==> src/rtl/atc_pkg.sv <==
// Package: register map, field positions and types of the timer channel slice
package atc_pkg;
    localparam int ADDR_W = 8;
    localparam logic [7:0] OFF_CH3_MODE = 8'h1C;
    localparam logic [7:0] OFF_COUNT = 8'h24;
    localparam logic [7:0] OFF_ENABLE = 8'h20;
    localparam logic [7:0] OFF_DIVIDER = 8'h28;
    localparam logic [7:0] OFF_BRAKE_CTL = 8'h44;
    localparam logic [7:0] OFF_CAPTURE1 = 8'h34;
    localparam logic [7:0] OFF_CAPTURE2 = 8'h38;
    localparam logic [7:0] OFF_CAPTURE3 = 8'h3C;
    localparam logic [15:0] RST_CH3_MODE = 16'h0000;
    localparam logic [15:0] RST_COUNT = 16'h0000;
    localparam logic [15:0] RST_ENABLE = 16'h0000;
    localparam logic [15:0] RST_DIVIDER = 16'h0000;
    localparam logic [15:0] MASK_CH3_MODE = 16'h00FF;
    localparam logic [15:0] MASK_ENABLE = 16'h0FFF;
    // Enable register: four bits per channel
    localparam int EN_GRP_W = 4;
    localparam int EN_BIT_ENABLE = 0;
    localparam int EN_BIT_POL = 1;
    localparam int EN_BIT_CENABLE = 2;
    localparam int EN_BIT_CPOL = 3;
    localparam int NUM_CH = 3;
    // Brake control register fields
    localparam int BK_BIT_MOE = 15;
    localparam int BK_BIT_RUN_OFF_STATE_SEL = 11;
    localparam int BK_BIT_IDLE_OFF_STATE_SEL = 10;
    localparam int BK_LOCK_LO = 8;
    localparam int BK_IDLE_LO = 0;
    localparam logic [15:0] MASK_BRAKE = 16'h8F3F;
    localparam logic [1:0] LOCK_L2 = 2'h2;
    localparam logic [1:0] LOCK_L3 = 2'h3;
    // Channel direction select encodings
    localparam logic [1:0] DIR_OUT = 2'h0;
    localparam logic [1:0] DIR_OWN = 2'h1;
    localparam logic [1:0] DIR_PAIR = 2'h2;
    localparam logic [1:0] DIR_TRIG = 2'h3;
    localparam logic [2:0] MODE_INACTIVE = 3'h0;
    localparam logic [2:0] MODE_PWM1 = 3'h6;
    localparam logic [2:0] MODE_PWM2 = 3'h7;

    typedef struct packed {
        logic wr;
        logic rd;
        logic [7:0] addr;
        logic [15:0] wdata;
    } atc_bus_t;

    typedef struct packed {
        logic [2:0] pin;
        logic [2:0] pin_n;
        logic [2:0] pin_oe;
        logic [2:0] pin_n_oe;
    } atc_pins_t;
endpackage

==> src/rtl/atc_top.sv <==
// Timer channel slice: registers, prescaler, counter, capture and outputs
//
// What this block does
// - Two-bit field at ch3 control [1:0] selects channel direction.
// - Output direction: clear-enable b7, mode [6:4], preload b3, fast b2.
// - Input direction: filter [7:4], capture divider [3:2]; [15:8] zero.
// - Enable register: enable, polarity, comp enable, comp polarity each.
// - Output polarity 1 makes compare output active low.
// - Input polarity 1 inverts input, capturing on falling edges.
// - Polarity bit writes ignored at lock level 2 or 3.
// - Complementary polarity and enable sit at group bits 3 and 2.
// - Output enable bit routes compare signal to the pin.
// - Input enable bit gates capture of the counter value.
// - Live 16-bit counter readable and writable, software loads it.
// - Counting clock is timer clock divided by divider plus one.
// - Direction codes: output, own pin, paired pin (ch3 pairs with its own pin), internal trigger.
// - Direction field writable only while channel enable is zero.
// - Brake clears main output enable at once; outputs idle then.
`timescale 1ns/10ps
`default_nettype none
module atc_top (
    input wire logic clk_in,
    input wire logic reset_n_in,
    input wire atc_pkg::atc_bus_t bus_in,
    output logic [15:0] rdata_out,
    input wire logic [2:0] chan_pin_in,
    input wire logic trigger_in,
    input wire logic brake_in,
    output atc_pkg::atc_pins_t pins_out
);
    logic [15:0] ch3_mode_r;
    logic [15:0] enable_r;
    logic [15:0] count_r;
    logic [15:0] divider_r;
    logic [15:0] div_cnt_r;
    logic [15:0] brake_r;
    logic [15:0] cap_r [0:2];
    logic [15:0] rdata_r;
    logic [2:0] pin_s1_r;
    logic [2:0] pin_s2_r;
    logic [2:0] pin_d_r;
    logic trig_s1_r;
    logic trig_s2_r;
    logic trig_d_r;
    logic brake_s1_r;
    logic brake_s2_r;
    atc_pkg::atc_pins_t pins_r;
    atc_pkg::atc_pins_t pins_nxt;

    // Write decode
    logic wr_mode;
    logic wr_en;
    logic wr_cnt;
    logic wr_div;
    logic wr_brk;
    assign wr_mode = bus_in.wr && bus_in.addr == atc_pkg::OFF_CH3_MODE;
    assign wr_en = bus_in.wr && bus_in.addr == atc_pkg::OFF_ENABLE;
    assign wr_cnt = bus_in.wr && bus_in.addr == atc_pkg::OFF_COUNT;
    assign wr_div = bus_in.wr && bus_in.addr == atc_pkg::OFF_DIVIDER;
    assign wr_brk = bus_in.wr && bus_in.addr == atc_pkg::OFF_BRAKE_CTL;

    // Lock level and direction fields
    logic [1:0] lock_lvl;
    logic pol_locked;
    logic [1:0] ch3_dir;
    logic ch3_is_out;
    assign lock_lvl = brake_r[atc_pkg::BK_LOCK_LO +: 2];
    assign pol_locked = lock_lvl == atc_pkg::LOCK_L2 ||
                        lock_lvl == atc_pkg::LOCK_L3;
    assign ch3_dir = ch3_mode_r[1:0];
    assign ch3_is_out = ch3_dir == atc_pkg::DIR_OUT;

    // Channel 3 mode next value; direction held while channel enabled
    logic [15:0] mode_wval;
    assign mode_wval = {8'h00, bus_in.wdata[7:2],
        enable_r[2*atc_pkg::EN_GRP_W + atc_pkg::EN_BIT_ENABLE] ?
        ch3_mode_r[1:0] : bus_in.wdata[1:0]};

    // Enable register next value; polarity bits frozen under lock
    logic [15:0] pol_mask;
    logic [15:0] en_wval;
    assign pol_mask = 16'h0AAA; // polarity and comp polarity bits
    assign en_wval = pol_locked ?
        ((bus_in.wdata & ~pol_mask) | (enable_r & pol_mask)) :
        bus_in.wdata;

    // Register stores
    always_ff @(posedge clk_in) begin
        if (!reset_n_in) begin
            ch3_mode_r <= atc_pkg::RST_CH3_MODE;
            enable_r <= atc_pkg::RST_ENABLE;
            divider_r <= atc_pkg::RST_DIVIDER;
        end else begin
            if (wr_mode) begin
                ch3_mode_r <= mode_wval & atc_pkg::MASK_CH3_MODE;
            end
            if (wr_en) begin
                enable_r <= en_wval & atc_pkg::MASK_ENABLE;
            end
            if (wr_div) begin
                divider_r <= bus_in.wdata;
            end
        end
    end

    // Main output enable: brake clears it, brake wins over a write
    always_ff @(posedge clk_in) begin
        if (!reset_n_in) begin
            brake_r <= 16'h0000;
        end else if (brake_s2_r) begin
            brake_r[atc_pkg::BK_BIT_MOE] <= 1'b0;
            if (wr_brk) begin
                brake_r[14:0] <= bus_in.wdata[14:0] &
                                 atc_pkg::MASK_BRAKE[14:0];
            end
        end else if (wr_brk) begin
            brake_r <= bus_in.wdata & atc_pkg::MASK_BRAKE;
        end
    end

    // Pin, trigger and brake synchronisers
    always_ff @(posedge clk_in) begin
        if (!reset_n_in) begin
            pin_s1_r <= 3'h0;
            pin_s2_r <= 3'h0;
            pin_d_r <= 3'h0;
            trig_s1_r <= 1'b0;
            trig_s2_r <= 1'b0;
            trig_d_r <= 1'b0;
            brake_s1_r <= 1'b0;
            brake_s2_r <= 1'b0;
        end else begin
            pin_s1_r <= chan_pin_in;
            pin_s2_r <= pin_s1_r;
            pin_d_r <= pin_s2_r;
            trig_s1_r <= trigger_in;
            trig_s2_r <= trig_s1_r;
            trig_d_r <= trig_s2_r;
            brake_s1_r <= brake_in;
            brake_s2_r <= brake_s1_r;
        end
    end

    // Prescaler tick every divider+1 clocks; >= ends a shortened period
    logic tick;
    assign tick = div_cnt_r >= divider_r;

    always_ff @(posedge clk_in) begin
        if (!reset_n_in) begin
            div_cnt_r <= 16'h0000;
        end else if (tick) begin
            div_cnt_r <= 16'h0000;
        end else begin
            div_cnt_r <= div_cnt_r + 16'h0001;
        end
    end

    // Counter: a software write loads it, else it advances per tick
    always_ff @(posedge clk_in) begin
        if (!reset_n_in) begin
            count_r <= atc_pkg::RST_COUNT;
        end else if (wr_cnt) begin
            count_r <= bus_in.wdata;
        end else if (tick) begin
            count_r <= count_r + 16'h0001;
        end
    end

    // Capture source selection and edge detection per channel
    logic [2:0] chan_out_dir;
    logic [2:0] src_now;
    logic [2:0] src_old;
    logic [2:0] cap_evt;
    logic [1:0] ch_dir [0:2];
    assign ch_dir[0] = atc_pkg::DIR_OWN;
    assign ch_dir[1] = atc_pkg::DIR_OWN;
    assign ch_dir[2] = ch3_dir;

    genvar gi;
    generate
        for (gi = 0; gi < atc_pkg::NUM_CH; gi++) begin : g_cap
            localparam int PAIR = (gi == 0) ? 1 : (gi == 1) ? 0 : 2;
            logic pol;
            logic en;
            assign pol = enable_r[gi*atc_pkg::EN_GRP_W + atc_pkg::EN_BIT_POL];
            assign en = enable_r[gi*atc_pkg::EN_GRP_W +
                                 atc_pkg::EN_BIT_ENABLE];
            assign chan_out_dir[gi] = ch_dir[gi] == atc_pkg::DIR_OUT;
            // Source per direction code, then optional inversion
            assign src_now[gi] = pol ^ (
                ch_dir[gi] == atc_pkg::DIR_PAIR ? pin_s2_r[PAIR] :
                ch_dir[gi] == atc_pkg::DIR_TRIG ? trig_s2_r :
                pin_s2_r[gi]);
            assign src_old[gi] = pol ^ (
                ch_dir[gi] == atc_pkg::DIR_PAIR ? pin_d_r[PAIR] :
                ch_dir[gi] == atc_pkg::DIR_TRIG ? trig_d_r :
                pin_d_r[gi]);
            assign cap_evt[gi] = !chan_out_dir[gi] && en &&
                                 src_now[gi] && !src_old[gi];
            always_ff @(posedge clk_in) begin
                if (!reset_n_in) begin
                    cap_r[gi] <= 16'h0000;
                end else if (cap_evt[gi]) begin
                    cap_r[gi] <= count_r;
                end
            end
        end
    endgenerate

    // Compare reference for channel 3 from the mode field
    logic [2:0] ch3_mode;
    logic ch3_ref;
    logic [2:0] ref_lvl;
    logic cmp_hit;
    assign ch3_mode = ch3_mode_r[6:4];
    assign cmp_hit = count_r < cap_r[2];
    assign ch3_ref = ch3_mode == atc_pkg::MODE_PWM1 ? cmp_hit :
                     ch3_mode == atc_pkg::MODE_PWM2 ? !cmp_hit : 1'b0;
    assign ref_lvl = {ch3_is_out ? ch3_ref : 1'b0, 2'b00};

    // Output stage per channel
    generate
        for (gi = 0; gi < atc_pkg::NUM_CH; gi++) begin : g_out
            localparam int B = gi * atc_pkg::EN_GRP_W;
            atc_chan_out u_out (
                .ref_in(ref_lvl[gi]),
                .enable_in(enable_r[B + atc_pkg::EN_BIT_ENABLE] &&
                           chan_out_dir[gi]),
                .polarity_in(enable_r[B + atc_pkg::EN_BIT_POL]),
                .comp_enable_in(enable_r[B + atc_pkg::EN_BIT_CENABLE]),
                .comp_polarity_in(enable_r[B + atc_pkg::EN_BIT_CPOL]),
                .moe_in(brake_r[atc_pkg::BK_BIT_MOE] && !brake_s2_r),
                .run_off_state_sel_in(brake_r[atc_pkg::BK_BIT_RUN_OFF_STATE_SEL]),
                .idle_off_state_sel_in(brake_r[atc_pkg::BK_BIT_IDLE_OFF_STATE_SEL]),
                .idle_in(brake_r[atc_pkg::BK_IDLE_LO + 2*gi]),
                .idle_n_in(brake_r[atc_pkg::BK_IDLE_LO + 2*gi + 1]),
                .pin_out(pins_nxt.pin[gi]),
                .pin_n_out(pins_nxt.pin_n[gi]),
                .oe_out(pins_nxt.pin_oe[gi]),
                .oe_n_out(pins_nxt.pin_n_oe[gi])
            );
        end
    endgenerate

    // Read mux; unmapped addresses read zero
    logic [15:0] rdata_nxt;
    assign rdata_nxt =
        bus_in.addr == atc_pkg::OFF_CH3_MODE ? ch3_mode_r :
        bus_in.addr == atc_pkg::OFF_ENABLE ? enable_r :
        bus_in.addr == atc_pkg::OFF_COUNT ? count_r :
        bus_in.addr == atc_pkg::OFF_DIVIDER ? divider_r :
        bus_in.addr == atc_pkg::OFF_BRAKE_CTL ? brake_r :
        bus_in.addr == atc_pkg::OFF_CAPTURE1 ? cap_r[0] :
        bus_in.addr == atc_pkg::OFF_CAPTURE2 ? cap_r[1] :
        bus_in.addr == atc_pkg::OFF_CAPTURE3 ? cap_r[2] : 16'h0000;

    always_ff @(posedge clk_in) begin
        if (!reset_n_in) begin
            rdata_r <= 16'h0000;
            pins_r <= '0;
        end else begin
            rdata_r <= bus_in.rd ? rdata_nxt : 16'h0000;
            pins_r <= pins_nxt;
        end
    end

    assign rdata_out = rdata_r;
    assign pins_out = pins_r;

    // Checks
    property p_dir_hold;
        @(posedge clk_in) disable iff (!reset_n_in)
        (wr_mode && enable_r[8]) |=> $stable(ch3_mode_r[1:0]);
    endproperty
    a_dir_hold: assert property (p_dir_hold)
        else $error("dir changed");

    property p_pol_lock;
        @(posedge clk_in) disable iff (!reset_n_in)
        (wr_en && pol_locked) |=> ((enable_r & pol_mask) ==
                                   ($past(enable_r) & pol_mask));
    endproperty
    a_pol_lock: assert property (p_pol_lock)
        else $error("pol written");

    property p_cnt_load;
        @(posedge clk_in) disable iff (!reset_n_in)
        wr_cnt |=> count_r == $past(bus_in.wdata);
    endproperty
    a_cnt_load: assert property (p_cnt_load) else $error("no load");

    property p_tick_gap;
        @(posedge clk_in) disable iff (!reset_n_in)
        (tick && divider_r == 16'h0003 && !wr_div) |=> !tick [*3] ##1 tick;
    endproperty
    a_tick_gap: assert property (p_tick_gap) else $error("bad div");

    property p_mode_hi;
        @(posedge clk_in) disable iff (!reset_n_in)
        bus_in.wr |=> ch3_mode_r[15:8] == 8'h00;
    endproperty
    a_mode_hi: assert property (p_mode_hi) else $error("mode hi set");

    property p_cap_gate;
        @(posedge clk_in) disable iff (!reset_n_in)
        !enable_r[8] |=> $stable(cap_r[2]);
    endproperty
    a_cap_gate: assert property (p_cap_gate) else $error("capture");

    property p_brake;
        @(posedge clk_in) disable iff (!reset_n_in)
        brake_s2_r |=> !brake_r[atc_pkg::BK_BIT_MOE] ##1
                       pins_out.pin[2] == brake_r[4];
    endproperty
    a_brake: assert property (p_brake) else $error("brake idle");

    property p_out_pol;
        @(posedge clk_in) disable iff (!reset_n_in)
        (brake_r[15] && !brake_s2_r && enable_r[8] && ch3_is_out) |=>
            pins_out.pin[2] == ($past(ch3_ref) ^ $past(enable_r[9]));
    endproperty
    a_out_pol: assert property (p_out_pol) else $error("polarity");

    property p_cap_take;
        @(posedge clk_in) disable iff (!reset_n_in)
        cap_evt[2] |=> cap_r[2] == $past(count_r);
    endproperty
    a_cap_take: assert property (p_cap_take)
        else $error("capture lost");

    property p_cap_gate1;
        @(posedge clk_in) disable iff (!reset_n_in)
        !enable_r[atc_pkg::EN_BIT_ENABLE] |=> $stable(cap_r[0]);
    endproperty
    a_cap_gate1: assert property (p_cap_gate1)
        else $error("ch1 captured while off");

    property p_mode_write;
        @(posedge clk_in) disable iff (!reset_n_in)
        (wr_mode && !enable_r[8]) |=>
            ch3_mode_r == ($past(bus_in.wdata) & atc_pkg::MASK_CH3_MODE);
    endproperty
    a_mode_write: assert property (p_mode_write)
        else $error("mode write lost");

    property p_en_write;
        @(posedge clk_in) disable iff (!reset_n_in)
        (wr_en && !pol_locked) |=>
            enable_r == ($past(bus_in.wdata) & atc_pkg::MASK_ENABLE);
    endproperty
    a_en_write: assert property (p_en_write)
        else $error("enable write lost");

    property p_off_pin;
        @(posedge clk_in) disable iff (!reset_n_in)
        (brake_r[atc_pkg::BK_BIT_MOE] && !brake_s2_r && !enable_r[8] &&
         ch3_is_out) |=> pins_out.pin[2] == $past(enable_r[9]);
    endproperty
    a_off_pin: assert property (p_off_pin)
        else $error("disabled pin not inactive");
endmodule
`default_nettype wire

==> src/rtl/atc_chan_out.sv <==
// One channel's output stage: polarity, enable, idle and off-state steering
`timescale 1ns/10ps
`default_nettype none
module atc_chan_out (
    input wire logic ref_in,
    input wire logic enable_in,
    input wire logic polarity_in,
    input wire logic comp_enable_in,
    input wire logic comp_polarity_in,
    input wire logic moe_in,
    input wire logic run_off_state_sel_in,
    input wire logic idle_off_state_sel_in,
    input wire logic idle_in,
    input wire logic idle_n_in,
    output logic pin_out,
    output logic pin_n_out,
    output logic oe_out,
    output logic oe_n_out
);
    logic main_lvl;
    logic comp_lvl;
    // Polarity 1 makes the active level low
    assign main_lvl = ref_in ^ polarity_in;
    assign comp_lvl = ~ref_in ^ comp_polarity_in;
    // Routing to pins; main enable low forces idle levels
    assign pin_out = !moe_in ? idle_in :
                     enable_in ? main_lvl : polarity_in;
    assign pin_n_out = !moe_in ? idle_n_in :
                       comp_enable_in ? comp_lvl : comp_polarity_in;
    assign oe_out = moe_in ? (enable_in | run_off_state_sel_in) : idle_off_state_sel_in;
    assign oe_n_out = moe_in ? (comp_enable_in | run_off_state_sel_in) : idle_off_state_sel_in;
endmodule
`default_nettype wire

==> config.mk <==
export PLATFORM = sky130hd
export DESIGN_NAME = atc_top
export DESIGN_NICKNAME = d
export VERILOG_FILES = /design/src/rtl/atc_pkg.sv /design/src/rtl/atc_top.sv /design/src/rtl/atc_chan_out.sv
export SDC_FILE = /design/constraint.sdc
export NUM_CORES = 1
export LEC_CHECK = 0
export BUFFER_PORTS_ARGS = -buffer_cell sky130_fd_sc_hd__clkbuf_2
export CAP_MARGIN = 40
export CORE_AREA = 2 2 127 129
export CTS_BUF_LIST = sky130_fd_sc_hd__clkbuf_4 sky130_fd_sc_hd__clkbuf_8
export DETAILED_ROUTE_END_ITERATION = 16
export DIE_AREA = 0 0 129 131
export PLACE_DENSITY = 0.74
export SLEW_MARGIN = 30
export SYNTH_ARGS = -nofsm -noshare
export SYNTH_HDL_FRONTEND = slang
export SYNTH_SLANG_ARGS = --single-unit
==> constraint.sdc <==
create_clock -name clk_in -period 2.4 [get_ports clk_in]
set_input_delay 0.12 -clock clk_in [delete_from_list [all_inputs] [get_ports clk_in]]
set_output_delay 0.12 -clock clk_in [all_outputs]
set_load 0.005 [all_outputs]
Yosys cells after proc, flatten, opt, wreduce, memory -nomap -nowiden --
Memories as Yosys holds them, arrays and structs flattened. Cells that the tools add are included.
Storage, ports and cells: flip-flop bits (word level) 126, bits in writable memories 48, input port bits 33, output and inout bits 28, logic and storage cells 142, memories 1
Memories:
- cap_r | depth 3, width 16, rd ports 3, clocked after Yosys merged registers in 0, wr ports 3, line atc_top.sv:37 | logic [15:0] cap_r [0:2];
Operators by class: add/subtract/negate cells 2, magnitude comparators 2, equality and inequality tests 14, muxes and demuxes 49, bitwise gates (word level) 22, reduce and logical (&&, ||, !) cells 29
Operators with widths (count):
- two-way mux 16 bit | 11
- == test 8 x 6 -> 1 bit (second input constant) | 6
- two-way mux 15 bit | 3
- adder 16 x 1 -> 16 bit (second input constant) | 2
- two-way mux 1 bit | 32
- two-way mux 12 bit | 2
- >= comparator 16 bit | 1
- less-than comparator 16 bit | 1
- logical AND 1 bit | 14
- OR 11 x 12 -> 12 bit | 1
- == test 2 bit (second input constant) | 4
- == test 8 x 5 -> 1 bit (second input constant) | 1
- == test 8 x 7 -> 1 bit (second input constant) | 1
- two-way mux 8 bit | 1
- bitwise XOR 1 bit | 8
- OR 1 bit | 7
- == test 3 bit (second input constant) | 2
- zero test 1 bit | 6
- inverter 1 bit | 6
- OR reduction 2 bit | 3
- AND reduction 2 bit | 2
- OR reduction 3 bit | 1
- zero test 2 bit | 1
- nonzero test 2 bit | 1
- logical OR 1 bit | 1

Depth between registers and ports, before layout --
Gate-level depths: netlist of the first run.
depth after elaboration 10, depth in mapped cells 11, mapped depth without buffers 9

Cells and area by module --
From an unflattened synthesis of the first run, not the netlist that was laid out.
Unflattened totals: cells, all modules 896, area total of the unflattened synthesis 8145.3 um^2
Modules (own cells, without submodules):
- atc_top | times used 1, cells an instance 860, area each 7890.1 um^2, seq. area each 3863.7 um^2
- atc_chan_out | times used 3, cells an instance 12, area each 85.1 um^2, seq. area each 0.0 um^2

Least setup slack after synthesis of the first run --
Ideal clock, no wire load.
path type reg-to-reg, from reg divider_r[11], to reg count_r[0], setup time 0.122 ns, arrival 2.234 ns, data required time 2.278 ns, setup slack 0.044 ns, stages on the path, launching flop included 11, buffers on the path 1, clock period less this slack 2.356 ns, cells stage by stage dfxtp_1 inv_1 ha_1 a21oi_1 o21ai_0 or3_1 a31o_2 a21boi_1 buf_2 nor4_1 a311o_1
Between the ends: longest elaborated chain between the ends 2
Ends and longest elaborated chain:
- start, declared | line atc_top.sv:34 | logic [15:0] divider_r;
- start signal, assigned | line atc_top.sv:92 | divider_r <= atc_pkg::RST_DIVIDER;
- start signal, assigned | line atc_top.sv:101 | divider_r <= bus_in.wdata;
- >= comparator 16 bit | line atc_top.sv:146 | assign tick = div_cnt_r >= divider_r;
- nonzero test 2 bit (no source line)
- end signal, assigned | line atc_top.sv:161 | count_r <= atc_pkg::RST_COUNT;
- end signal, assigned | line atc_top.sv:163 | count_r <= bus_in.wdata;
- end signal, assigned | line atc_top.sv:165 | count_r <= count_r + 16'h0001;
- end, declared | line atc_top.sv:33 | logic [15:0] count_r;
No other way between the ends. A chain may end at the register's enable or synchronous reset.

Worst setup path in the final report of the first run --
from reg divider_r[9], to reg count_r[0]
The elaborated chain is that of the path after synthesis.

==> results.ini, run 1 <==
[status]
run_status=complete, no violations

[sta]
timing.fmax_mhz=430
tightest_slew_ns=0.639
setup_violations=0
slew_violations=0
worst_slack_ns=0.0750
fin_crit_ns=2.33
finalCritPeriodShare=0.969
fin_worst_skew_ns=0.0142
rsz0062_at_grt=true
relSlewSlack=0.570
finalHoldViolations=0

[die]
die-area_sq_mm=0.0169
die_height_microns=131
pin_count=61
rows=46
initial_core_util=0.527
die_w_microns=129
coreArea_sq_mm=0.0156

[place]
place_area_sq_mm=0.00914
portBuffers=60
pre_cts_ws_ns=0.0637
gp_congestion=0.950
dpl.hpwl_microns=17500

[synth]
ys_seq_area_frac=0.467
syn-cell-area_sq_mm=0.00823
synth_most_common_cell=nand2_1
postSynthCellCount=952
avgSynthCellArea_sq_um=8.64
synthFlopType=dfxtp_1
yosysUniqueCellTypes=66
yosysTopAreaCell=dfxtp_1
ys_warn_count=0
synth_seq_cells=168
synth-edff-count=48
async_flop_share=0
synth_fp_nets=1018
synthTopCellsByCount=nand2_1 (133), dfxtp_1 (120), a21oi_1 (110)
synth.area.top_cells=dfxtp_1 (29%), edfxtp_1 (18%), a21oi_1 (6.7%)
synth_top_cell_area_share=0.292

[layout]
syn2layout_area_growth_pct=19.1
insertedDiodeCount=0
nNetsFinal=1134
final_core_util=0.628
fin_area_sq_mm=0.00979
drive_above_1_share=0.174
fillers=1369

[setup_path]
crit_chain=inv_1 > ha_1 > a21oi_1 > o21ai_1 > or3_1 > a31o_4 > a21boi_2 > buf_6 > nor4_1 > a311o_1
startpoint_type=flip-flop
crit_end=count_r[0]
reg2reg_depth=10
crit_buf_inv=2
reg2reg_slack_ns=0.07
crit_arrival_ns=2.70
worst_setup_path_end_kind=flip-flop
timing.rr.start=divider_r[9]
cp_slowest_cell=dfxtp_1
crit_fanout=13
worst-setup-path-type=flip-flop to flip-flop
worstPathRequired_ns=2.78
critPathLaunch=divider_r[9]
cp_top_family=compound AO/OA/AOI/OAI gates
cp_num_cells=10
r2r_end=count_r[0]
max_stage_delay_ns=0.35

[cts]
cts_buffers=17
cts-root-buf=clkbuf_8
worstSkewPairLatency_ns=0.49
clockBufferDepth=2
path_clk_slew_ns=0.09
cts_sinks=168
tritoncts=built
htree_num_levels=4

[min_path]
hold_start=bus_in[25]
worstHoldPathType=input port to flip-flop

[pwr]
finalPower_mw=5.38
combPwrFrac=0.071
p_sw_frac=0.255
peakVddDrop_mv=0.363
power.leakage_nw=3.76
internal_power_mw=4.01
clock_power_share=0.375
p_seq_frac=0.554
power.density_mw_per_mm2=549
power.switching_mw=1.37

[route]
vias_per_cell=5.94
first_pass_iters=8
routed_wirelength_microns=24800
wl_per_cell_microns=19.1
drt_iter0_markers=784
drc=0
vias=7703
ant_nets=0

[global_route]
grt_max_degree=49
first_global_vias=7210
grtUsageTotal=0.303
grtUsageMet1=0.384
grt_overflow=0
grt_antenna_before_repair=0
grt_pass1_wl_microns=38500
grtUsageMet2=0.486
grtUsageMet3=0.0619
grt.busiest_layer=met2

[run]
max-cap-violations=0

## logic make-up (layout without fill, tap and decap cells)
family | count (synthesis) | count (layout) | synth area share
compound gates | 227 | 227 | 0.165
xor+xnor | 17 | 17 | 0.0181
fa+ha+maj | 33 | 33 | 0.0502
buf+inv | 96 | 225 | 0.0456
flops | 168 | 168 | 0.467
mux | 12 | 12 | 0.0146
simple gates | 399 | 399 | 0.240
## worst min-delay path, cell delays in order
cell	delay, ns
clkbuf_2	0.21
nand3_1	0.13
a21oi_1	0.05
## how the worst min path moves through the flow
stage	to	slack, ns	cells past startpoint
floorplan	brake_s1_r	0.25	1
global placement	brake_s1_r	0.33	2
detailed placement	pin_s1_r[2]	0.33	2
CTS	divider_r[12]	0.05	3
global route	divider_r[12]	0.09	3
finish	divider_r[12]	0.07	3
## metal layers
layer  vias up  routed length, microns
met3        92                    2040
met2       390                   11400
met5         -                       0
met4         0                    1260
met1      3636                   10100
li1       3585                       -
## power groups by stage
stage          combinational (mW)  clock, mW  sequential, mW
6_report                    0.382       2.02            2.98
5_1_grt                     0.410       2.15            2.98
4_1_cts                     0.368       2.04            2.98
3_5_place_dp                0.340          0            3.04
3_3_place_gp                0.335          0            3.04
2_1_floorplan               0.173          0            3.04
## placed cells by master, fill, tap and decap left out, drive strengths merged, types with 10 or more instances in the layout
cell type / Yosys / layout
ha: 33 / 33
nand3: 53 / 53
buf: 13 / 74
and2: 62 / 62
mux2i: 12 / 12
o21ai: 39 / 39
dfxtp: 120 / 120
edfxtp: 48 / 48
o22ai: 10 / 10
clkbuf: 45 / 81
nand2: 133 / 133
a21oi: 110 / 110
inv: 38 / 43
nor2: 74 / 74
nor3: 18 / 18
dlygate4sd3: 0 / 21
## repair_timing
action                                 in CTS  in global routing
hold buffers                               21                  0
resized for setup                           0                 13
setup endpoints to repair                   0                 22
endpoints found under the hold margin      52                  0
setup buffers                               0                  2
## layout make-up
class,instances,area (sq um),share of cell area
well taps,216,270,0.0276
inverters,38,143,0.0146
repair buffers,155,1100,0.112
clock buffers,21,277,0.0282
multi-input cells,688,4050,0.413
flip-flops and latches,168,3850,0.393
clock inverters,11,113,0.0115
## state kept, by name, indices dropped and copies added (netlist names)
name        count
cap_r          48
count_r        16
div_cnt_r      16
divider_r      16
rdata_out      16
enable_r       12
brake_r        11
pins_out       11
ch3_mode_r      8
pin_d_r         3
pin_s1_r        3
pin_s2_r        3
brake_s1_r      1
brake_s2_r      1
trig_d_r        1
trig_s1_r       1
trig_s2_r       1
## stage by stage
| step | std cells | hold slack [ns] | setup TNS (ns) |
|---|---|---|---|
| CTS | 1295 | 0.0469 | 0 |
| detailed placement | 1242 | 0.333 | 0 |
| finish | 1297 | 0.0734 | 0 |
| global route | 1297 | 0.0881 | -0.0830 |
| global placement | 1241 | 0.327 | 0 |
| floorplan | 952 | 0.247 | 0 |
Note: power is estimated with default switching activity, not from simulation.
==> run 2, diff against run 1 <==
--- a/config.mk
+++ b/config.mk
@@ -11,6 +11,7 @@
 export CTS_BUF_LIST = sky130_fd_sc_hd__clkbuf_4 sky130_fd_sc_hd__clkbuf_8
 export DETAILED_ROUTE_END_ITERATION = 16
 export DIE_AREA = 0 0 129 131
+export MAX_ROUTING_LAYER = met4
 export PLACE_DENSITY = 0.74
 export SLEW_MARGIN = 30
 export SYNTH_ARGS = -nofsm -noshare
==> results.ini, run 2 (synthesis results as in run 1) <==
[layout]
final_cell_mix=nand2_1 (133), dfxtp_1 (115), a21oi_1 (109)
largest_reg_flops=48  ; unchanged
syn2layout_area_growth_pct=19.2
insertedDiodeCount=0  ; unchanged
final_common_cell=nand2_1
nNetsFinal=1132  ; -0.18%
regMostFlops=cap_r
drive_above_1_share=0.178  ; +0.00403

[die]
pin_count=61  ; unchanged
die_height_microns=131  ; unchanged
rows=46  ; unchanged
die-area_sq_mm=0.0169  ; unchanged
die_w_microns=129  ; unchanged
initial_core_util=0.527  ; unchanged
coreArea_sq_mm=0.0156  ; unchanged

[route]
drc=0  ; unchanged
routed_wirelength_microns=24800  ; about the same
vias=7619  ; -1.1%
ant_nets=0  ; unchanged
drt_iter0_markers=930  ; +19%
wl_per_cell_microns=19.1  ; about the same
top_layer=met4
vias_per_cell=5.88  ; -0.94%
wl_met2_microns=11600  ; +1.9%
met1Wirelength_microns=9890  ; -1.7%
first_pass_iters=7  ; -1
dr_wl_met3_microns=2150  ; +5.3%

[sta]
finalCritPeriodShare=0.973  ; +0.00375
slew_violations=0  ; unchanged
fin_worst_skew_ns=0.0200  ; +0.00587 ns
finalHoldWorstSlack_ns=0.0286  ; -0.0448 ns
fin_crit_ns=2.33  ; +0.00901 ns
relSlewSlack=0.437  ; -0.133
tightest_slew_ns=0.841  ; +0.202 ns
timing.fmax_mhz=428  ; -0.39%
worst_slack_ns=0.0660  ; -0.00901 ns
rsz0062_at_grt=true
finalHoldViolations=0  ; unchanged
setup_violations=0  ; unchanged

[place]
portBuffers=60  ; unchanged
gp_congestion=1.01  ; +6.0%
pre_cts_ws_ns=0.0717  ; +0.00806 ns
dpl.hpwl_microns=17600  ; +0.27%

[setup_path]
crit_fanout=8  ; -5
reg2reg_slack_ns=0.07  ; about the same
cp_top_family=compound AO/OA/AOI/OAI gates
r2r_end=count_r[0]
worst_setup_path_end_kind=flip-flop
reg2reg_depth=10  ; unchanged
crit_arrival_ns=2.70  ; about the same
cp_slowest_cell=dfxtp_1
crit_buf_inv=2  ; unchanged
crit_chain=inv_1 > ha_1 > a21oi_1 > o21ai_2 > or3_1 > a31o_2 > a21boi_4 > buf_6 > nor4_1 > a311o_1
cp_num_cells=10  ; unchanged
startpoint_type=flip-flop
timing.rr.start=divider_r[11]
max_stage_delay_ns=0.33  ; -0.02 ns
worstPathRequired_ns=2.76  ; -0.02 ns
worst-setup-path-type=flip-flop to flip-flop

[run]
max-cap-violations=0  ; unchanged

[cts]
tritoncts=built
cts-root-buf=clkbuf_8
htree_num_levels=4  ; unchanged
cts_buffers=17  ; unchanged
path_clk_slew_ns=0.09  ; about the same
cts_sinks=168  ; unchanged
clockBufferDepth=2  ; unchanged
worstSkewPairLatency_ns=0.48  ; about the same

[global_route]
grt_overflow=0  ; unchanged
grt_pass1_wl_microns=37700  ; -2.1%
grt_max_degree=44  ; -10%
first_global_vias=6963  ; -3.4%
grtUsageTotal=0.307  ; +0.00352
grt_antenna_before_repair=0  ; unchanged

[pwr]
peakVddDrop_mv=0.537  ; +48%
power.density_mw_per_mm2=558  ; +1.6%
power.leakage_nw=3.77  ; +0.31%

[min_path]
worstHoldPathType=input port to flip-flop
whs_endpoint=brake_r[1]
hold_start=bus_in[1]
hold_depth=3  ; unchanged

[status]
run_status=complete, no violations

-- run 2: cell count changes in the layout (fill, tap and decap cells not counted), sizes merged --
cell / previous run / this run
inv: 43 / 47
buf: 74 / 72
clkbuf: 81 / 79
clkinv: 4 / 2
bufinv: 1 / 2
dlygate4sd3: 21 / 20
-- run 2: where the power goes --
group | switching [mW] | internal [mW] | total [mW]
sequential | 0.0232 | 2.95 | 2.98
combinational | 0.246 | 0.140 | 0.386
clock | 1.13 | 0.979 | 2.11
total | 1.40 | 4.07 | 5.47
-- run 2: area by class of cell --
| type | count | area, sq um |
|---|---|---|
| Timing Repair Buffer | 153 | 1090 |
| Multi-Input combinational cell | 688 | 4050 |
| Tap cell | 216 | 270 |
| Fill cell | 1319 | 5790 |
| Clock buffer | 18 | 248 |
| Inverter | 38 | 143 |
| Clock inverter | 14 | 156 |
| Sequential cell | 168 | 3850 |
-- run 2: tightest hold or removal path: cells and delay by family --
kind,cells,cell delay (ns)
AOI/OAI and AO/OA,1,0.06
buffers and inverters,1,0.18
and+or+nand+nor,1,0.10
-- run 2: worst max path at each step --
stage | slack [ns] | to | start
after global routing | -0.02 | count_r[5] | divider_r[11]
after CTS | 0.04 | count_r[0] | divider_r[4]
final | 0.07 | count_r[0] | divider_r[11]
after detailed placement | 0.07 | count_r[0] | divider_r[4]
after floorplan | 0.04 | count_r[0] | divider_r[11]
after global placement | 0.10 | count_r[0] | divider_r[9]
-- run 2: what timing repair did --
item | 4_1_cts | 5_1_grt
hold buffers | 20 | 0
setup endpoints to repair | 0 | 20
buffers inserted | 0 | 0
endpoints found under the hold margin | 35 | 0
gates resized for setup | 0 | 18
-- run 2: metal layers --
layer | vias up | global-route usage
met5 | - | -
met4 | 0 | 0.139
met3 | 83 | 0.0594
met2 | 401 | 0.489
met1 | 3541 | 0.380
li1 | 3594 | -
-- run 2: stage by stage --
stage	cells	utilization	total power, mW	TNS [ns]	cell area [sq um]
after global placement	1241	0.586	3.38	0	9140
after global routing	1295	0.629	5.64	-0.0351	9800
after floorplan	952	-	3.21	0	8230
final	1295	0.629	5.47	0	9800
after detailed placement	1242	0.586	3.38	0	9150
after CTS	1294	0.625	5.46	0	9750
